### config.mk
export PLATFORM = sky130hd
export DESIGN_NAME = frm_reset_cfg
export DESIGN_NICKNAME = d
export VERILOG_FILES = /design/src/verilog/frm_pkg.sv /design/src/verilog/frm_reset_cfg.sv
export VERILOG_INCLUDE_DIRS = /design/src /design/src/verilog
export SDC_FILE = /design/constraint.sdc
export NUM_CORES = 1
export LEC_CHECK = 0
export BUFFER_PORTS_ARGS = -buffer_cell sky130_fd_sc_hd__buf_2
export CORE_MARGIN = 2
export CORE_UTILIZATION = 53
export CTS_CLUSTER_SIZE = 24
export DETAILED_ROUTE_END_ITERATION = 8
export GPL_TIMING_DRIVEN = 0
export PLACE_DENSITY = 0.78
export SLEW_MARGIN = 20
export SYNTH_ARGS = -nofsm -noshare
export SYNTH_HDL_FRONTEND = slang
export SYNTH_SLANG_ARGS = --single-unit
### constraint.sdc
create_clock -name pclk -period 5.7 [get_ports pclk]
set_input_delay 0.855 -clock pclk [delete_from_list [all_inputs] [get_ports pclk]]
set_output_delay 0.855 -clock pclk [all_outputs]
set_load 0.05 [all_outputs]
### src/verilog/frm_regs.svh
// Summary of operation
// Controller pulses primary and mailbox-2 resets low together after power-up.
// Full reset needs four port A and four port B clock rises.
// Full reset inputs may change at any time, unrelated to port clocks.
// Full reset clears pointers; ready flags low, almost-empty low, almost-full high.
// Primary reset forces mailbox-1 flag high; mailbox-2 reset forces mailbox-2 high.
// Input-ready rises two port A clocks after reset ends.
// Primary reset rise captures the endian choice for port B.
// Primary reset rise captures flag selects and serial mode for offset loading.
// Partial reset clears pointers, sets flags like full reset, both mail high.
// Partial reset input may change at any time, unrelated to port clocks.
// Partial reset keeps offsets, programming method and timing mode.
// Big endian: most significant part of each long word leaves first.
// Little endian: least significant part of each long word leaves first.
// Endian choice ignored when port B uses full long-word width.
// Next port clock rise after reset picks standard (high) or fall-through.
// Standard mode: empty/full flags, every word needs an explicit read.
// Fall-through: first word appears without read, output-ready marks it.
// Controller holds the timing select level steady during operation.
// Two offset registers, loaded from presets, port A writes, or serially.
// Serial mode high with a flag select high loads presets; both high gives 64.
// Parallel method: first two port A writes load almost-full then almost-empty.
// Parallel method: third port A write onward goes into the memory.
// Serial method: serial mode low, data low, enable high at reset rise.
// Serial: one bit per port A rise with enable low, almost-full first, 20 bits.
// Serial: input-ready stays low until last bit, rises on next port A rise.
`ifndef FRM_REGS_SVH
`define FRM_REGS_SVH
// APB byte offsets
`define FRM_OFS_CTRL    12'h000
`define FRM_OFS_STATUS  12'h004
`define FRM_OFS_OFFSETS 12'h008
`define FRM_OFS_PTRS    12'h00c
// Port B width codes and reset value
`define FRM_WIDTH_LONG  2'h0
`define FRM_WIDTH_WORD  2'h1
`define FRM_WIDTH_BYTE  2'h2
`define FRM_CTRL_RESET  2'h0
// Sequencing counts
`define FRM_RST_EDGES   3'h4
`define FRM_IR_DELAY    2'h2
`define FRM_SER_BITS    5'h14
`define FRM_PAR_WORDS   2'h2
`define FRM_DEPTH       11'h400
// Preset offsets
`define FRM_PRESET_64   10'h040
`define FRM_PRESET_16   10'h010
`define FRM_PRESET_8    10'h008
`endif

### src/verilog/frm_pkg.sv
package frm_pkg;
    typedef enum logic [1:0] {
        FRM_PRESET   = 2'b00,
        FRM_PARALLEL = 2'b01,
        FRM_SERIAL   = 2'b10,
        FRM_RESERVED = 2'b11
    } frm_prog_e;

    typedef struct packed {
        logic        pa_q;
        logic        pb_q;
        logic        prim_q;
        logic        rst_q;
        logic [2:0]  cnt_a;
        logic [2:0]  cnt_b;
        logic        short_rst;
        logic        be_cap;
        frm_prog_e   prog;
        logic        ft_mode;
        logic        mode_pend;
        logic [1:0]  ir_cnt;
        logic        fir;
        logic        eor;
        logic        ae_n;
        logic        af_n;
        logic [9:0]  x_off;
        logic [9:0]  y_off;
        logic [1:0]  pcount;
        logic [4:0]  ser_cnt;
        logic [19:0] ser_sh;
        logic [10:0] wr_ptr;
        logic [10:0] rd_ptr;
        logic        mb1_n;
        logic        mb2_n;
        logic        load_b;
        logic [1:0]  width;
    } frm_state_s;
endpackage

### src/verilog/frm_reset_cfg.sv
`timescale 1ns/1ps
`include "frm_regs.svh"

module frm_reset_cfg
    import frm_pkg::*;
(
    input  wire logic        pclk,
    input  wire logic        presetn,
    input  wire logic        psel,
    input  wire logic        penable,
    input  wire logic        pwrite,
    input  wire logic [11:0] paddr,
    input  wire logic [31:0] pwdata,
    output logic      [31:0] prdata,
    output logic             pready,
    output logic             pslverr,
    input  wire logic        port_a_clock,
    input  wire logic        port_b_clock,
    input  wire logic        primary_reset_n,
    input  wire logic        mailbox2_reset_n,
    input  wire logic        partial_reset_n,
    input  wire logic        endian_timing_select,
    input  wire logic        serial_program_mode_n,
    input  wire logic        flag_sel0_serial_data,
    input  wire logic        flag_sel1_serial_enable_n,
    input  wire logic        write_a,
    input  wire logic [9:0]  data_a,
    input  wire logic        read_b,
    input  wire logic        mail1_write_a,
    input  wire logic        mail1_read_b,
    input  wire logic        mail2_write_b,
    input  wire logic        mail2_read_a,
    output logic             full_input_ready,
    output logic             empty_output_ready,
    output logic             almost_empty_n,
    output logic             almost_full_n,
    output logic             mail1_full_n,
    output logic             mail2_full_n,
    output logic             fall_through_mode,
    output logic             big_endian_b,
    output logic             load_b
);
    frm_state_s  s_reg;
    frm_state_s  s_next;
    logic        a_edge;
    logic        b_edge;
    logic        rstok;
    logic        prim_rise;
    logic        apb_acc;
    logic        apb_hit;
    logic [10:0] cnt;
    logic [10:0] cnt_a_side;
    logic [10:0] cnt_b_side;
    logic [19:0] sh_new;

    // Edge detects on port clocks, sampled as ordinary inputs
    assign a_edge    = port_a_clock & ~s_reg.pa_q;
    assign b_edge    = port_b_clock & ~s_reg.pb_q;
    assign rstok     = primary_reset_n & partial_reset_n;
    assign prim_rise = primary_reset_n & ~s_reg.prim_q;
    assign cnt       = s_reg.wr_ptr - s_reg.rd_ptr;

    // APB slave: no wait states, error on unmapped offsets
    assign apb_acc = psel & penable;
    assign apb_hit = (paddr == `FRM_OFS_CTRL) || (paddr == `FRM_OFS_STATUS)
                  || (paddr == `FRM_OFS_OFFSETS) || (paddr == `FRM_OFS_PTRS);
    assign pready  = 1'b1;
    assign pslverr = apb_acc & ~apb_hit;

    // Read data mux over the state flops
    always_comb begin
        prdata = 32'h0;
        case (paddr)
            `FRM_OFS_CTRL: begin
                prdata[1:0] = s_reg.width;
            end
            `FRM_OFS_STATUS: begin
                prdata[11:0] = {s_reg.mb2_n, s_reg.mb1_n, s_reg.mode_pend,
                                s_reg.short_rst, s_reg.prog, s_reg.be_cap,
                                s_reg.ft_mode, s_reg.af_n, s_reg.ae_n,
                                s_reg.eor, s_reg.fir};
            end
            `FRM_OFS_OFFSETS: begin
                prdata = {6'h0, s_reg.y_off, 6'h0, s_reg.x_off};
            end
            `FRM_OFS_PTRS: begin
                prdata = {5'h0, s_reg.rd_ptr, 5'h0, s_reg.wr_ptr};
            end
            default: begin
                prdata = 32'h0;
            end
        endcase
    end

    // Next-state logic for the whole block
    always_comb begin
        s_next        = s_reg;
        s_next.pa_q   = port_a_clock;
        s_next.pb_q   = port_b_clock;
        s_next.prim_q = primary_reset_n;
        s_next.rst_q  = rstok;
        s_next.load_b = 1'b0;
        sh_new        = {s_reg.ser_sh[18:0], flag_sel0_serial_data};
        cnt_a_side    = cnt;
        cnt_b_side    = cnt;

        // Port B width control
        if (apb_acc && pwrite && paddr == `FRM_OFS_CTRL) begin
            s_next.width = pwdata[1:0];
        end

        // Configuration latched on primary reset rise
        if (prim_rise) begin
            s_next.be_cap    = endian_timing_select;
            s_next.mode_pend = 1'b1;
            s_next.pcount    = 2'h0;
            s_next.ser_cnt   = 5'h0;
            s_next.ser_sh    = 20'h0;
            if (serial_program_mode_n) begin
                case ({flag_sel1_serial_enable_n, flag_sel0_serial_data})
                    2'b11: begin
                        s_next.prog  = FRM_PRESET;
                        s_next.x_off = `FRM_PRESET_64;
                        s_next.y_off = `FRM_PRESET_64;
                    end
                    2'b10: begin
                        s_next.prog  = FRM_PRESET;
                        s_next.x_off = `FRM_PRESET_16;
                        s_next.y_off = `FRM_PRESET_16;
                    end
                    2'b01: begin
                        s_next.prog  = FRM_PRESET;
                        s_next.x_off = `FRM_PRESET_8;
                        s_next.y_off = `FRM_PRESET_8;
                    end
                    default: begin
                        s_next.prog = FRM_PARALLEL;
                    end
                endcase
            end else if (flag_sel1_serial_enable_n && !flag_sel0_serial_data) begin
                s_next.prog = FRM_SERIAL;
            end else begin
                s_next.prog = FRM_RESERVED;
            end
        end

        // Timing mode picked at the first port A clock rise after release
        if (s_reg.mode_pend && primary_reset_n && !prim_rise && a_edge) begin
            s_next.ft_mode   = ~endian_timing_select;
            s_next.mode_pend = 1'b0;
        end

        if (!rstok) begin
            // Reset held: clear pointers, force flags, count port clock rises
            s_next.wr_ptr = 11'h0;
            s_next.rd_ptr = 11'h0;
            s_next.fir    = 1'b0;
            s_next.eor    = 1'b0;
            s_next.ae_n   = 1'b0;
            s_next.af_n   = 1'b1;
            s_next.ir_cnt = 2'h0;
            if (a_edge && s_reg.cnt_a != `FRM_RST_EDGES) begin
                s_next.cnt_a = s_reg.cnt_a + 3'h1;
            end
            if (b_edge && s_reg.cnt_b != `FRM_RST_EDGES) begin
                s_next.cnt_b = s_reg.cnt_b + 3'h1;
            end
        end else if (!s_reg.rst_q) begin
            // First cycle after release: note an undersized reset
            s_next.short_rst = (s_reg.cnt_a != `FRM_RST_EDGES)
                            || (s_reg.cnt_b != `FRM_RST_EDGES);
            s_next.cnt_a = 3'h0;
            s_next.cnt_b = 3'h0;
        end else begin
            // Port A side: ready delay, serial load, writes, full flags
            if (a_edge) begin
                if (s_reg.ir_cnt != `FRM_IR_DELAY) begin
                    s_next.ir_cnt = s_reg.ir_cnt + 2'h1;
                end
                if (s_reg.prog == FRM_SERIAL && s_reg.ser_cnt != `FRM_SER_BITS
                    && !flag_sel1_serial_enable_n) begin
                    s_next.ser_sh  = sh_new;
                    s_next.ser_cnt = s_reg.ser_cnt + 5'h1;
                    if (s_reg.ser_cnt == `FRM_SER_BITS - 5'h1) begin
                        s_next.y_off = sh_new[19:10];
                        s_next.x_off = sh_new[9:0];
                    end
                end
                if (write_a && s_reg.fir) begin
                    if (s_reg.prog == FRM_PARALLEL && s_reg.pcount != `FRM_PAR_WORDS) begin
                        if (s_reg.pcount == 2'h0) begin
                            s_next.y_off = data_a;
                        end else begin
                            s_next.x_off = data_a;
                        end
                        s_next.pcount = s_reg.pcount + 2'h1;
                    end else begin
                        s_next.wr_ptr = s_reg.wr_ptr + 11'h1;
                    end
                end
                cnt_a_side  = s_next.wr_ptr - s_reg.rd_ptr;
                s_next.fir  = (s_next.ir_cnt == `FRM_IR_DELAY)
                           && (s_reg.prog != FRM_SERIAL
                               || s_reg.ser_cnt == `FRM_SER_BITS)
                           && (cnt_a_side != `FRM_DEPTH);
                s_next.af_n = (`FRM_DEPTH - cnt_a_side) > {1'b0, s_reg.y_off};
            end
            // Port B side: output register and empty flags
            if (b_edge) begin
                if (s_reg.ft_mode) begin
                    if (!s_reg.eor || read_b) begin
                        if (cnt != 11'h0) begin
                            s_next.rd_ptr = s_reg.rd_ptr + 11'h1;
                            s_next.eor    = 1'b1;
                            s_next.load_b = 1'b1;
                        end else begin
                            s_next.eor = 1'b0;
                        end
                    end
                end else begin
                    if (read_b && s_reg.eor) begin
                        s_next.rd_ptr = s_reg.rd_ptr + 11'h1;
                        s_next.load_b = 1'b1;
                    end
                    s_next.eor = (s_reg.wr_ptr - s_next.rd_ptr) != 11'h0;
                end
                cnt_b_side  = s_reg.wr_ptr - s_next.rd_ptr;
                s_next.ae_n = cnt_b_side > {1'b0, s_reg.x_off};
            end
        end

        // Mailbox flags: writes clear, reads set, resets force high
        if (a_edge && mail1_write_a) begin
            s_next.mb1_n = 1'b0;
        end
        if (b_edge && mail1_read_b) begin
            s_next.mb1_n = 1'b1;
        end
        if (b_edge && mail2_write_b) begin
            s_next.mb2_n = 1'b0;
        end
        if (a_edge && mail2_read_a) begin
            s_next.mb2_n = 1'b1;
        end
        if (!rstok) begin
            s_next.mb1_n = 1'b1;
        end
        if (!mailbox2_reset_n || !partial_reset_n) begin
            s_next.mb2_n = 1'b1;
        end
    end

    // State register
    always_ff @(posedge pclk or negedge presetn) begin
        if (!presetn) begin
            s_reg           <= '0;
            s_reg.prim_q    <= 1'b1;
            s_reg.rst_q     <= 1'b1;
            s_reg.af_n      <= 1'b1;
            s_reg.mb1_n     <= 1'b1;
            s_reg.mb2_n     <= 1'b1;
            s_reg.prog      <= FRM_PRESET;
            s_reg.x_off     <= `FRM_PRESET_64;
            s_reg.y_off     <= `FRM_PRESET_64;
            s_reg.width     <= `FRM_CTRL_RESET;
        end else begin
            s_reg <= s_next;
        end
    end

    // Flag pins: reset levels forced without waiting for a clock
    assign full_input_ready   = s_reg.fir & rstok;
    assign empty_output_ready = s_reg.eor & rstok;
    assign almost_empty_n     = s_reg.ae_n & rstok;
    assign almost_full_n      = s_reg.af_n | ~rstok;
    assign mail1_full_n       = s_reg.mb1_n | ~rstok;
    assign mail2_full_n       = s_reg.mb2_n | ~mailbox2_reset_n | ~partial_reset_n;
    assign fall_through_mode  = s_reg.ft_mode;
    // Byte order only matters for narrow port B
    assign big_endian_b       = s_reg.be_cap & (s_reg.width != `FRM_WIDTH_LONG);
    assign load_b             = s_reg.load_b;

    // Checks
    AST_RST_FLAGS: assert property (@(posedge pclk) disable iff (!presetn)
        !rstok |-> !full_input_ready && !empty_output_ready
                   && !almost_empty_n && almost_full_n)
        else $error("reset flag levels wrong");

    AST_MAIL_FORCE: assert property (@(posedge pclk) disable iff (!presetn)
        (!primary_reset_n |-> mail1_full_n) and (!mailbox2_reset_n |-> mail2_full_n))
        else $error("mailbox flag not forced high");

    AST_IR_DELAY: assert property (@(posedge pclk) disable iff (!presetn)
        rstok && !s_reg.rst_q |-> !full_input_ready [*2])
        else $error("input ready rose too soon");

    AST_BE_CAPTURE: assert property (@(posedge pclk) disable iff (!presetn)
        prim_rise |=> s_reg.be_cap == $past(endian_timing_select))
        else $error("endian not captured");

    AST_PRESET64: assert property (@(posedge pclk) disable iff (!presetn)
        prim_rise && serial_program_mode_n && flag_sel0_serial_data
        && flag_sel1_serial_enable_n |=> s_reg.x_off == `FRM_PRESET_64
        && s_reg.y_off == `FRM_PRESET_64 && s_reg.prog == FRM_PRESET)
        else $error("preset 64 not loaded");

    AST_PARTIAL_KEEP: assert property (@(posedge pclk) disable iff (!presetn)
        !partial_reset_n && primary_reset_n && s_reg.prim_q && !s_reg.mode_pend
        |=> $stable(s_reg.x_off) && $stable(s_reg.y_off)
            && $stable(s_reg.prog) && $stable(s_reg.ft_mode))
        else $error("partial reset changed configuration");

    AST_SER_HOLD: assert property (@(posedge pclk) disable iff (!presetn)
        s_reg.prog == FRM_SERIAL && s_reg.ser_cnt != `FRM_SER_BITS
        |-> !full_input_ready)
        else $error("input ready during serial load");

    AST_ENDIAN_LONG: assert property (@(posedge pclk) disable iff (!presetn)
        s_reg.width == `FRM_WIDTH_LONG |-> !big_endian_b)
        else $error("endian applied to long word");

    AST_PAR_FIRST: assert property (@(posedge pclk) disable iff (!presetn)
        rstok && s_reg.rst_q && a_edge && write_a && s_reg.fir
        && s_reg.prog == FRM_PARALLEL && s_reg.pcount == 2'h0
        |=> s_reg.y_off == $past(data_a) && $stable(s_reg.wr_ptr))
        else $error("first parallel write not to almost-full offset");
endmodule

==> flow_summary_export.csv <==
group,metric,value,unit
cells_and_area,utilization,64.6,%
place,place_area,8670,µm²
global_route,grt_pass1_vias,7183,
cells_and_area,fillers,1254,
die,start_util,54.7,%
clock_network,cts_tree,"yes",
place,dpl.hpwl,17.8,mm
worst_setup_path,worstReg2RegStart,"s_reg[7]",
cells_and_area,fin_nets,1248,
pwr,vdd_ir_drop_max,0.207,mV
detailed_routing,routed_via_density,6.00,
die,fp.dieW,127,µm
detailed_routing,ant_nets,0,
worst_setup_path,cp.depth,26,
cells_and_area,largest_register_ffs,93,
sta,slew_violations,0,
detailed_routing,drt_iter0_drc,631,
logic_synthesis,async_reset_ff_share,100,%
logic_synthesis,ys.flop_type,"dfrtp_1",
sta,fin_crit,5.59,ns
pwr,p_per_area,188,nW/µm²
logic_synthesis,yosysSeqAreaShare,29.8,%
logic_synthesis,yosysUniqueCellTypes,70,
run_status,outcome,"finished clean",
sta,max_freq,179,MHz
sta,tightest_slew,0.861,ns
job,maxCapViolations,0,
worst_setup_path,cp-start-kind,"flip-flop",
clock_network,cts_num_sinks,95,
clock_network,cts_buffer_depth,2,
worst_setup_path,cp_max_fo,6,
place,pre_cts_slack,-0.636,ns
clock_network,clk_latency,0.36,ns
die,core_area,14600,µm²
clock_network,cts.htree.levels,3,
worst_setup_path,required,5.95,ns
global_route,antenna_found_initial,0,
worst_setup_path,reg2reg_setup_slack,0.11,ns
sta,rsz0062_at_grt,"true",
worst_setup_path,endpoint_kind,"flip-flop",
cells_and_area,stdcell_area,9460,µm²
logic_synthesis,syn_area,8020,µm²
die,dieArea,16100,µm²
sta,skew,0.00833,ns
clock_network,cts_inserted_buffers,9,
clock_network,clk_pin_slew,0.07,ns
pwr,total_power,1.78,mW
global_route,grt_pass1_wl,37.0,mm
global_route,track_usage,29.1,%
die,row_count,44,
logic_synthesis,avgSynthCellArea,8.19,µm²
worst_setup_path,startpoint,"s_reg[7]",
detailed_routing,drtPass1Iterations,5,
sta,min_period_over_period,98.1,%
logic_synthesis,ys_ff_latch,95,
place,place_congestion,0.949,
sta,setup_ws,0.110,ns
worst_setup_path,r2r.worst_path.cells,26,
detailed_routing,wl_per_cell,18.6,µm
sta,fin_tns_setup,0,ns
cells_and_area,syn_to_final_growth,18.0,%
die,die_height,127,µm
place,io_buffers,73,
sta,hold_violations,0,
logic_synthesis,syn_inst,979,
worst_setup_path,cpPeakStageDelay,0.46,ns
worst_setup_path,crit_family,"compound AO/OA/AOI/OAI gates",
clock_network,cts-root-buf,"clkbuf_16",
sta,fin_worst_hold_slack,0.404,ns
logic_synthesis,synth-edff-count,0,
sta,max-slew-margin-rel,41.8,%
cells_and_area,final_cell_count_no_fill,1289,
cells_and_area,drive_above_1_share,19.9,%
detailed_routing,via_count,7730,
logic_synthesis,yosys_warnings,0,
place,dp_cells,1245,
worst_setup_path,criticalPathCategory,"flip-flop to flip-flop",
min_path,hp-class,"input pin to async pin",
global_route,grt_max_degree,53,
worst_setup_path,reg2reg_to,"s_reg[75]",
worst_setup_path,cp_num_buf_inv,3,
detailed_routing,drc_errors,0,
die,num_io_pins,117,
detailed_routing,drt_wl_total,23.9,mm
pwr,leakage,4.26,nW
cells_and_area,antenna_cells,0,
worst_setup_path,arrival,5.84,ns
global_route,gr-total-overflow,0,
sta,setup_viol,0,
worst_setup_path,slowest_stage,"a2111o_1",
## power by group
| part | internal [mW] | switching [mW] |
|---|---|---|
| clock | 0.357 | 0.283 |
| combinational | 0.179 | 0.241 |
| sequential | 0.696 | 0.0262 |
## cells by family after synthesis
| family | synth area share (%) |
|---|---|
| compound gates | 15.6 |
| xor+xnor | 6.65 |
| fa+ha+maj | 11.7 |
| buf+inv | 5.87 |
| flops | 29.8 |
| mux | 7.13 |
| other cells | 0.0937 |
| simple gates | 23.1 |
## cell usage in the layout, fill, tap and decap left out, types with 5 or more instances in the layout
cell and n:
and3_1 8, mux2_2 13, nor3b_1 5, nand2_1 114, a211oi_1 5, mux2i_1 38, or2_2 5, nand4_1 11
dfstp_2 7, nand2b_1 12, buf_2 73, inv_1 52, nand3_1 60, o21a_1 6, ha_1 65, nor2b_1 17
conb_1 10, clkbuf_16 9, xor2_1 19, a31oi_1 10, dfrtp_1 71, nor4_1 6, o21ai_0 59, o31ai_1 7
or3_1 14, clkbuf_1 30, nor2_1 82, a21o_1 6, dfrtp_2 17, nor3_1 33, xnor2_1 40, a22oi_1 10
ha_4 6, buf_4 44, o211ai_1 6, a21oi_1 34
## Yosys cell counts, drive strengths merged, types with 15 or more instances
cell type | number | share of area [%]
nand3 | 63 | 4.0
nor2b | 17 | 1.3
o21ai | 65 | 4.1
inv | 58 | 2.7
nor2 | 83 | 3.9
nand2 | 115 | 5.4
xnor2 | 41 | 4.6
xor2 | 19 | 2.1
nor3 | 36 | 2.3
clkbuf | 34 | 1.6
ha | 72 | 11
dfrtp | 88 | 27
buf | 17 | 1.5
a21oi | 38 | 2.4
mux2i | 38 | 4.7
or3 | 15 | 1.2
## routing by layer
metal  GRT usage, %  up-vias  wire length, µm
met5              0        -                0
met4           12.3        0              759
met2           46.8      311            11500
li1               -     3697                -
met3           5.61       55             1550
met1           38.6     3667            10100
## final cells by class
class	instances	area [µm²]	area share [%]
tap	184	230	2.43
clock buffer	11	243	2.57
sequential	95	2410	25.4
inverter	59	236	2.50
clock inverter	5	61.3	0.648
timing repair buffer	108	654	6.92
multi-input combinational	782	5400	57.1
buffer	45	230	2.43
## worst max path at each step
stage / end / slack [ns]
2_1_floorplan: s_reg[75] / 0.29
3_3_place_gp: s_reg[75] / -0.55
3_5_place_dp: s_reg[75] / -0.64
4_1_cts: s_reg[75] / 0.004
5_1_grt: s_reg[75] / -0.1
6_report: s_reg[75] / 0.11
## timing repair
item	in CTS	in global routing
pin swaps	0	17
endpoints found under the setup margin	1	1
buffers inserted	7	27
hold buffers	0	0
resized for setup	23	45
Power figures use the tool's default switching activity.
